--- config.mk ---
export PLATFORM = sky130hd
export DESIGN_NAME = rwd_watchdog
export DESIGN_NICKNAME = d
export VERILOG_FILES = /design/src/hdl/rwd_pkg.sv /design/src/hdl/rwd_prescaler.sv /design/src/hdl/rwd_sync.sv /design/src/hdl/rwd_watchdog.sv
export SDC_FILE = /design/constraint.sdc
export NUM_CORES = 1
export LEC_CHECK = 0
export BUFFER_PORTS_ARGS = -buffer_cell sky130_fd_sc_hd__buf_2
export CORE_ASPECT_RATIO = 1.4
export CORE_MARGIN = 1
export CORE_UTILIZATION = 51
export CTS_CLUSTER_DIAMETER = 50
export DETAILED_ROUTE_END_ITERATION = 6
export PLACE_DENSITY = 0.91
export SLEW_MARGIN = 10
export SYNTH_ARGS = -nofsm -noshare
export SYNTH_HDL_FRONTEND = slang
export SYNTH_SLANG_ARGS = --single-unit
export TNS_END_PERCENT = 100
--- constraint.sdc ---
create_clock -name clock_in -period 3 [get_ports clock_in]
set_clock_uncertainty 0.2 [all_clocks]
set_input_delay 0.3 -clock clock_in [delete_from_list [all_inputs] [get_ports clock_in]]
set_output_delay 0.3 -clock clock_in [all_outputs]
set_load 0.05 [all_outputs]
--- src/hdl/rwd_pkg.sv ---
/*
 * Constants, register map and types for the runaway watchdog timer.
 * Assumes a single 10 MHz clock and a classic Wishbone slave port.
 */
package rwd_pkg;

   // ==========================================================
   // Bus geometry
   localparam int WB_ADR_W = 8;
   localparam int WB_DAT_W = 32;

   // ==========================================================
   // Register byte offsets
   localparam logic [WB_ADR_W-1:0] ADR_RESTART    = 8'h00;
   localparam logic [WB_ADR_W-1:0] ADR_FREQ_SEL   = 8'h04;
   localparam logic [WB_ADR_W-1:0] ADR_PROC_MODE0 = 8'h08;
   localparam logic [WB_ADR_W-1:0] ADR_CLK_CTRL   = 8'h0c;
   localparam logic [WB_ADR_W-1:0] ADR_IRQ_STATUS = 8'h10;
   localparam logic [WB_ADR_W-1:0] ADR_IRQ_CLEAR  = 8'h14;
   localparam logic [WB_ADR_W-1:0] ADR_IRQ_ENABLE = 8'h18;

   // ==========================================================
   // Field positions
   localparam int FREQ_SEL_BIT     = 0;
   localparam int SW_RESET_BIT     = 3;
   localparam int CLK_SYSSEL_BIT   = 0;
   localparam int CLK_MAIN_EXT_BIT = 1;
   localparam int CLK_SUB_EXT_BIT  = 2;
   localparam int CLK_SRC_LSB      = 4;
   localparam int CLK_SRC_MSB      = 5;
   localparam int IRQ_WDT_BIT      = 0;

   // ==========================================================
   // Counter
   localparam int              CNT_W    = 12;
   localparam int              CNT_MSB  = CNT_W - 1;
   localparam logic [CNT_W-1:0] CNT_LOAD = 12'hfff;
   localparam logic [CNT_W-1:0] CNT_ONE  = 12'h001;

   // ==========================================================
   // Prescaler
   localparam int PRE_W      = 9;
   localparam int DIV8_BITS  = 3;
   localparam int DIV16_BITS = 4;
   localparam int DIV32_BITS = 5;
   localparam int DIV512_BITS = 9;

   // ==========================================================
   // Timing
   localparam int CLK_PERIOD_NS   = 100;
   localparam int SWRST_PULSE_NS  = 1000;
   localparam int SWRST_CYCLES    = (SWRST_PULSE_NS + CLK_PERIOD_NS - 1) / CLK_PERIOD_NS;
   localparam int SWRST_CNT_W     = 4;

   // ==========================================================
   // Types
   typedef enum logic [1:0] {SRC_MAIN, SRC_MAIN_DIV8, SRC_SUB, SRC_SPARE} rwd_src_t;
   typedef enum logic [1:0] {SEL_DIV512, SEL_DIV32, SEL_DIV16, SEL_DIV8} rwd_tick_sel_t;
   typedef enum logic {ST_RUN, ST_STOPPED} rwd_stop_t;

endpackage

--- src/hdl/rwd_prescaler.sv ---
/*
 * Free-running divider giving one-cycle enables at clock/8, /16, /32 and /512.
 * Assumes one clock; every divided rate is an enable pulse, never a clock.
 */
`timescale 1ns/1ns
module rwd_prescaler
   import rwd_pkg::*;
(
   input  wire logic clock_in,
   input  wire logic rst_in,
   output logic      div8_clock_out,
   output logic      div16_clock_out,
   output logic      div32_clock_out,
   output logic      div512_clock_out
);
   logic [PRE_W-1:0] count;

   // True when the low bits of the divider are all ones
   function automatic logic low_ones(input logic [PRE_W-1:0] value, input int bits);
      logic result;
      result = 1'b1;
      for (int i = 0; i < PRE_W; i++)
         if (i < bits && !value[i])
            result = 1'b0;
      return result;
   endfunction

   always_ff @(posedge clock_in or posedge rst_in)
   begin
      if (rst_in)
      begin
         count            <= '0;
         div8_clock_out   <= 1'b0;
         div16_clock_out  <= 1'b0;
         div32_clock_out  <= 1'b0;
         div512_clock_out <= 1'b0;
      end
      else
      begin
         count            <= count + 1'b1;
         div8_clock_out   <= low_ones(count, DIV8_BITS);
         div16_clock_out  <= low_ones(count, DIV16_BITS);
         div32_clock_out  <= low_ones(count, DIV32_BITS);
         div512_clock_out <= low_ones(count, DIV512_BITS);
      end
   end
endmodule

--- src/hdl/rwd_sync.sv ---
/*
 * Two flip-flop synchroniser for a group of asynchronous pin levels.
 * Assumes the inputs are slow levels; pulses shorter than one clock may be lost.
 */
`timescale 1ns/1ns
module rwd_sync #(
   parameter int WIDTH = 1
)(
   input  wire logic             clock_in,
   input  wire logic             rst_in,
   input  wire logic [WIDTH-1:0] d_in,
   output logic      [WIDTH-1:0] q_out
);
   logic [WIDTH-1:0] meta;

   always_ff @(posedge clock_in or posedge rst_in)
   begin
      if (rst_in)
      begin
         meta  <= '0;
         q_out <= '0;
      end
      else
      begin
         meta  <= d_in;
         q_out <= meta;
      end
   end
endmodule

--- src/hdl/rwd_watchdog.sv ---
/*
 * Runaway watchdog timer: 12-bit down counter with clock selection,
 * interrupt status/enable/clear, software reset pulse and Wishbone slave.
 * Assumes hold and the high-voltage disable come from pins (synchronised
 * here) and that stop_instruction_in and stop_wake_in are same-clock pulses.
 */
`timescale 1ns/1ns
module rwd_watchdog
   import rwd_pkg::*;
(
   input  wire logic                         clock_in,
   input  wire logic                         rst_in,
   input  wire logic                         wb_cyc_in,
   input  wire logic                         wb_stb_in,
   input  wire logic                         wb_we_in,
   input  wire logic [rwd_pkg::WB_ADR_W-1:0] wb_adr_in,
   input  wire logic [3:0]                   wb_sel_in,
   input  wire logic [rwd_pkg::WB_DAT_W-1:0] wb_dat_in,
   output logic      [rwd_pkg::WB_DAT_W-1:0] wb_dat_out,
   output logic                              wb_ack_out,
   input  wire logic                         stop_instruction_in,
   input  wire logic                         stop_wake_in,
   input  wire logic                         hold_in,
   input  wire logic                         wdt_disable_in,
   output logic                              irq_out,
   output logic                              sw_reset_out,
   output logic                              stop_release_out
);
   import rwd_pkg::*;

   // ==========================================================
   // Declarations
   // Divided clocks and synchronised pins
   logic                   div8_tick;
   logic                   div16_tick;
   logic                   div32_tick;
   logic                   div512_tick;
   logic [1:0]             pin_sync;
   logic                   hold_sync;
   logic                   disable_sync;

   // Bus decode
   logic                   bus_req;
   logic                   bus_start;
   logic                   bus_write;
   logic                   bus_read;
   logic                   write_low;
   logic [WB_DAT_W-1:0]    read_data;

   // Counter and its clock selection
   logic [CNT_W-1:0]       count;
   logic [CNT_W-1:0]       next_count;
   logic                   count_tick;
   logic                   underflow;
   logic                   restart_wr;
   logic                   freq_sel;
   logic                   sys_clk_sel;
   logic                   main_ext_sel;
   logic                   sub_ext_sel;
   rwd_src_t               clk_src;
   rwd_tick_sel_t          tick_sel;
   logic                   tick;
   rwd_stop_t              stop_state;
   rwd_stop_t              next_stop_state;

   // Interrupt and software reset
   logic                   irq_status;
   logic                   next_irq_status;
   logic                   irq_enable;
   logic                   irq_clear;
   logic                   swrst_req;
   logic [SWRST_CNT_W-1:0] swrst_count;
   logic [SWRST_CNT_W-1:0] next_swrst_count;

   // Address decode, shared by reads and writes
   function automatic logic hit(input logic [WB_ADR_W-1:0] adr,
                                input logic [WB_ADR_W-1:0] offset);
      return adr == offset;
   endfunction

   // ==========================================================
   // Divided clocks and pin synchronisers
   rwd_prescaler u_prescaler (
      .clock_in         (clock_in),
      .rst_in           (rst_in),
      .div8_clock_out   (div8_tick),
      .div16_clock_out  (div16_tick),
      .div32_clock_out  (div32_tick),
      .div512_clock_out (div512_tick)
   );

   rwd_sync #(.WIDTH(2)) u_sync (
      .clock_in (clock_in),
      .rst_in   (rst_in),
      .d_in     ({hold_in, wdt_disable_in}),
      .q_out    (pin_sync)
   );

   // Both pins are slow levels from outside this clock; two flops before use
   assign hold_sync    = pin_sync[1];
   assign disable_sync = pin_sync[0];

   // ==========================================================
   // Wishbone slave: ack one cycle after the request, write at the ack edge
   // A request held past its ack is answered again on alternate cycles
   // rather than stalling the bus
   assign bus_req   = wb_cyc_in && wb_stb_in;
   assign bus_start = bus_req && !wb_ack_out;
   assign bus_write = bus_req && wb_we_in && wb_ack_out;
   assign bus_read  = bus_start && !wb_we_in;
   assign write_low = bus_write && wb_sel_in[0];

   always_ff @(posedge clock_in or posedge rst_in)
   begin
      if (rst_in)
         wb_ack_out <= 1'b0;
      else
         wb_ack_out <= bus_start;
   end

   always_ff @(posedge clock_in or posedge rst_in)
   begin
      if (rst_in)
         wb_dat_out <= '0;
      else if (bus_read)
         wb_dat_out <= read_data;
   end

   // Unmapped and write-only offsets read as zero
   always_comb
   begin
      read_data = '0;
      if (hit(wb_adr_in, ADR_RESTART))
         read_data[CNT_W-1:0] = count;
      else if (hit(wb_adr_in, ADR_FREQ_SEL))
         read_data[FREQ_SEL_BIT] = freq_sel;
      else if (hit(wb_adr_in, ADR_CLK_CTRL))
      begin
         read_data[CLK_SYSSEL_BIT]          = sys_clk_sel;
         read_data[CLK_MAIN_EXT_BIT]        = main_ext_sel;
         read_data[CLK_SUB_EXT_BIT]         = sub_ext_sel;
         read_data[CLK_SRC_MSB:CLK_SRC_LSB] = clk_src;
      end
      else if (hit(wb_adr_in, ADR_IRQ_STATUS))
         read_data[IRQ_WDT_BIT] = irq_status;
      else if (hit(wb_adr_in, ADR_IRQ_ENABLE))
         read_data[IRQ_WDT_BIT] = irq_enable;
   end

   // ==========================================================
   // Control registers
   always_ff @(posedge clock_in or posedge rst_in)
   begin
      if (rst_in)
         freq_sel <= 1'b0;
      else if (write_low && hit(wb_adr_in, ADR_FREQ_SEL))
         freq_sel <= wb_dat_in[FREQ_SEL_BIT];
   end

   always_ff @(posedge clock_in or posedge rst_in)
   begin
      if (rst_in)
      begin
         sys_clk_sel  <= 1'b0;
         main_ext_sel <= 1'b0;
         sub_ext_sel  <= 1'b0;
         clk_src      <= SRC_MAIN;
      end
      else if (write_low && hit(wb_adr_in, ADR_CLK_CTRL))
      begin
         sys_clk_sel  <= wb_dat_in[CLK_SYSSEL_BIT];
         main_ext_sel <= wb_dat_in[CLK_MAIN_EXT_BIT];
         sub_ext_sel  <= wb_dat_in[CLK_SUB_EXT_BIT];
         clk_src      <= rwd_src_t'(wb_dat_in[CLK_SRC_MSB:CLK_SRC_LSB]);
      end
   end

   always_ff @(posedge clock_in or posedge rst_in)
   begin
      if (rst_in)
         irq_enable <= 1'b0;
      else if (write_low && hit(wb_adr_in, ADR_IRQ_ENABLE))
         irq_enable <= wb_dat_in[IRQ_WDT_BIT];
   end

   // ==========================================================
   // Stop mode: entered by the stop instruction, left on a wake or on the
   // watchdog underflow, which is how the oscillator restart is timed
   always_comb
   begin
      next_stop_state = stop_state;
      case (stop_state)
         ST_RUN:
            if (stop_instruction_in)
               next_stop_state = ST_STOPPED;
         ST_STOPPED:
            if (underflow || stop_wake_in)
               next_stop_state = ST_RUN;
         default:
            next_stop_state = ST_RUN;
      endcase
   end

   always_ff @(posedge clock_in or posedge rst_in)
   begin
      if (rst_in)
         stop_state <= ST_RUN;
      else
         stop_state <= next_stop_state;
   end

   always_ff @(posedge clock_in or posedge rst_in)
   begin
      if (rst_in)
         stop_release_out <= 1'b0;
      else
         stop_release_out <= (stop_state == ST_STOPPED) && underflow;
   end

   // ==========================================================
   // Count clock selection; external clock input outranks stop forcing
   always_comb
   begin
      if ((main_ext_sel && (clk_src == SRC_MAIN || clk_src == SRC_MAIN_DIV8)) ||
          (sub_ext_sel && clk_src == SRC_SUB))
         tick_sel = SEL_DIV16;
      else if (stop_state == ST_STOPPED || stop_instruction_in)
         tick_sel = sys_clk_sel ? SEL_DIV8 : SEL_DIV32;
      else
         tick_sel = freq_sel ? SEL_DIV32 : SEL_DIV512;
   end

   always_comb
   begin
      case (tick_sel)
         SEL_DIV512: tick = div512_tick;
         SEL_DIV32:  tick = div32_tick;
         SEL_DIV16:  tick = div16_tick;
         SEL_DIV8:   tick = div8_tick;
         default:    tick = 1'b0;
      endcase
   end

   // ==========================================================
   // Watchdog counter
   // The write data is ignored on purpose; only the access matters
   assign restart_wr = bus_write && hit(wb_adr_in, ADR_RESTART);
   // The disable level pins the counter at its load value, so it cannot expire;
   // the mask covers a low top bit seen in the cycle the pin arrives
   assign underflow  = !count[CNT_MSB] && !disable_sync;
   // Hold stops the divided clock input, so a tick during hold is lost, not delayed
   assign count_tick = tick && !hold_sync;

   always_comb
   begin
      next_count = count;
      if (stop_instruction_in || restart_wr || disable_sync)
         next_count = CNT_LOAD;
      else if (underflow)
         next_count = CNT_LOAD;
      else if (count_tick)
         next_count = count - CNT_ONE;
   end

   always_ff @(posedge clock_in or posedge rst_in)
   begin
      if (rst_in)
         count <= CNT_LOAD;
      else
         count <= next_count;
   end

   // ==========================================================
   // Interrupt status: a new underflow beats a clear in the same cycle
   assign irq_clear = write_low && hit(wb_adr_in, ADR_IRQ_CLEAR) && wb_dat_in[IRQ_WDT_BIT];

   always_comb
   begin
      next_irq_status = irq_status;
      if (underflow)
         next_irq_status = 1'b1;
      else if (irq_clear)
         next_irq_status = 1'b0;
   end

   always_ff @(posedge clock_in or posedge rst_in)
   begin
      if (rst_in)
         irq_status <= 1'b0;
      else
         irq_status <= next_irq_status;
   end

   always_ff @(posedge clock_in or posedge rst_in)
   begin
      if (rst_in)
         irq_out <= 1'b0;
      else
         irq_out <= irq_status && irq_enable;
   end

   // ==========================================================
   // Software reset pulse; the bit itself reads back as zero
   assign swrst_req = write_low && hit(wb_adr_in, ADR_PROC_MODE0) && wb_dat_in[SW_RESET_BIT];

   // Cycles of the pulse still to come; a new request restarts the count
   always_comb
   begin
      next_swrst_count = swrst_count;
      if (swrst_req)
         next_swrst_count = SWRST_CNT_W'(SWRST_CYCLES);
      else if (swrst_count != '0)
         next_swrst_count = swrst_count - 1'b1;
   end

   always_ff @(posedge clock_in or posedge rst_in)
   begin
      if (rst_in)
         swrst_count <= '0;
      else
         swrst_count <= next_swrst_count;
   end

   always_ff @(posedge clock_in or posedge rst_in)
   begin
      if (rst_in)
         sw_reset_out <= 1'b0;
      else
         sw_reset_out <= swrst_req || (swrst_count > SWRST_CNT_W'(1));
   end

endmodule

==> impl_results.md <==
* Run status: completed
* Largest net degree at the start of global routing at 59
* Crit path max fanout at 5
* Fill cell count at 415
* Depth of the worst register-to-register path at 4
* Area leader, netlist: dfrtp_1
* PwrDens at 579.2 nW/µm²
* TritonCTS clock tree: yes
* Max VDD drop at 0.3304 mV
* Max Used Layer: met4
* Leakage at 1.513 nW
* Final setup vio count at 0
* DIE AREA at 5765 µm²
* HP Class: input pin to flip-flop
* Type of origin of the critical path: flip-flop
* Yosys top cell area share at 41.33%
* DRT Pass-1 Iters at 4
* Crit path top cell by count: or4_4
* Synth top area cells: dfrtp_1 41%, dfstp_2 11%, buf_4 5.4%
* Synth Flop Type: dfrtp_1
* First-pass GRT wire length at 9280 µm
* Gate power share at 17.9%
* Most common library cells after synthesis: 46 x dfrtp_1, 31 x nand2_1, 21 x nor2_1
* Synth warn at 0
* # diodes at 0
* Sequential power share at 46.0%
* Max incr delay on CP at 0.63 ns
* Register area share after synthesis at 52.65%
* Vias post-DR at 2,146
* Async SR Flop Fraction at 100.0%
* Switch Pwr at 0.5506 mW
* Wirelength per Cell at 13.79 µm
* Multi-input logic area at 1202 µm²
* Syn Inst Count at 270
* Final #Nets at 384
* Tcrit/Tclk final at 79.05%
* Core area at 5197 µm²
* RR Startpoint: count[4]
* Post-synthesis mux area share at 4.717%
* Post-synthesis register bit count at 58
* Slew at the pin closest to its max-slew limit at 0.7432 ns
* Reg2reg end: count[9]
* H-tree depth at 3
* Number of enable flip-flop cells after synthesis at 0
* Total CTS buffers at 9
* Simple-gate portion of the synthesized area at 22.33%
* Routed wl met2 at 2891 µm
* I/O pins at 89
* Met3 WL at 228 µm
* Clock transition at path regs at 0.06 ns
* Avg Cell Area, Syn at 10.32 µm²
* Critical path class: flip-flop to flip-flop
* Share of total power in the clock network at 36.1%
* Final ANT Viol Nets at 0
* Initial Util at 53.59%
* Synth Area in Adders at 2.695%
* GR Overflow Total at 0
* Synth cell types at 43
* Switching Share at 29.22%
* Post-Synth XOR/XNOR Area at 2.830%
* FF/Latch Area at 1466 µm²
* Min-Delay Path Depth at 2
* Crit-path slowest cell: or4_2
* Clock Path Buffers at 2
* DR vias/cell at 5.419
* Count leader, synth: dfrtp_1
* Layout cells sized above 1 at 26.06%
* IO Port Bufs at 39
* Fin crit period at 2.371 ns
* DR DRC count at 0
* Critical Path RT at 3.08 ns
* Die Span Y at 89.44 µm
* GRT Util Overall at 21.86%
* Crit path cell chain: or4_4 -> or4_4 -> or4_2 -> nand3_1
* Number of global-route vias before repair at 2,172
* Slew Limit Headroom at 50.45%
* Clk root buf: clkbuf_8
* Post-Syn Area at 2785 µm²
* Site row count at 31
* Iteration-0 DRC Markers at 136
* Post-synthesis compound-gate area fraction at 7.907%
* Max-Cap Viols at 0
* Main combinational cell family by area after synthesis: simple AND/OR/NAND/NOR gates
* Clk_lat worst skew at 0.34 ns
* Fmax at 421.7 MHz
* Setup crit start: count[4]
* Crit. End Element: flip-flop
* Final max-slew violation count at 0
* Setup TNS Final at 0 ns
* Worst endpoint data arrival time at 2.45 ns
* Die W at 64.46 µm
* Metal-1 WL at 2174 µm
* TritonCTS sink count at 58
* RD Place Congestion at 0.8116
* Area Growth Syn to Fin at 16.80%
* Routed wire length at 5462 µm
* Internal at 1.333 mW
* Hold Worst Slack at 0.01038 ns
* Dpl hpwl at 4013 µm
* RSZ-0062 raised after global routing: no
* Critical Path Sink: count[9]
* Antenna violations before repair at 0
* Internal reg-to-reg setup slack at 0.63 ns
* Final hold violation count at 0
worst min-delay path by stage:
stage	startpoint	to	slack [ns]
2_1_floorplan	u_sync.meta[0]	u_sync.q_out[0]	0.13
3_3_place_gp	u_sync.meta[1]	u_sync.q_out[1]	0.14
3_5_place_dp	u_sync.meta[1]	u_sync.q_out[1]	0.13
4_1_cts	wb_dat_in[1]	main_ext_sel	0.0001
5_1_grt	wb_dat_in[1]	main_ext_sel	0.007
6_report	wb_dat_in[1]	main_ext_sel	0.01
cell usage in the layout (no fill, tap or decap), drive strengths merged, types with 2 or more instances in the layout:
| cell | n |
|---|---|
| xnor2 | 5 |
| xor2 | 4 |
| dlygate4sd3 | 6 |
| or3 | 7 |
| and3 | 9 |
| ha | 6 |
| dfstp | 12 |
| a221oi | 4 |
| dfrtp | 46 |
| nor4 | 2 |
| and2 | 5 |
| nor2 | 21 |
| nand3b | 7 |
| o21ai | 16 |
| or2 | 2 |
| nand2 | 31 |
| a21oi | 6 |
| mux2i | 3 |
| o211ai | 2 |
| inv | 6 |
| buf | 43 |
| nor3 | 10 |
| clkbuf | 15 |
| o31ai | 2 |
| a31oi | 2 |
| conb | 20 |
| nand3 | 8 |
| or4 | 5 |
| mux2 | 9 |
| nand2b | 5 |
cell type report:
cell class                 instances  share of cell area, %
clock buffer                      15                  5.731
clock inverter                     1                 0.2308
inverter                           6                 0.6923
multi-input combinational        201                  36.96
sequential                        58                  45.08
tap                               66                  2.538
timing repair buffer              49                  8.769
flip-flops by register name, summed over array words and instances (netlist names), 2 cells and up:
signal             count
swrst_count            4
u_sync.q_out           2
wb_dat_out            12
u_sync.meta            2
clk_src                2
count                 12
u_prescaler.count      9
through the flow:
step                      total power, mW  worst slack [ns]  instances  util (%)  instance area, µm²
after floorplan                     1.152            0.6959        289         -                2856
after detailed placement            1.211            0.6396        374     57.70                2999
after CTS                           1.899            0.6281        396     62.59                3253
after global placement              1.192            0.6391        374     57.70                2999
final                               1.884            0.6286        396     62.59                3253
after global routing                1.962            0.5537        396     62.59                3253
layer usage:
metal / up-vias / track usage [%]
met5: - / 0
met4: 0 / 13.13
met3: 16 / 5.357
met2: 58 / 39.04
met1: 1049 / 23.33
li1: 1023 / -
power by group through the flow:
stage	Combinational, mW	Clock (mW)	Sequential (mW)
after floorplan	0.224	0	0.928
after global placement	0.317	0	0.875
after detailed placement	0.332	0	0.879
after CTS	0.340	0.694	0.865
after global routing	0.367	0.723	0.872
final	0.338	0.681	0.866
cell families after synthesis:
group / count (synthesis)
AO/OA/AOI/OAI: 36
XOR/XNOR: 9
adder cells (fa/ha/maj): 6
buffers and inverters: 30
flip-flops: 58
multiplexers: 12
other: 1
AND/OR/NAND/NOR: 118
critical path: cells and delay by family, from the launching register on:
kind / cells / cell delay, ns
and+or+nand+nor: 4 / 1.74
DFF: 1 / 0.39
timing repair:
item	in CTS	in global routing
endpoints found under the hold margin	51	0
setup buffers	0	0
resized for setup	0	0
hold buffers	6	0
(Power assumes the default switching activity.)
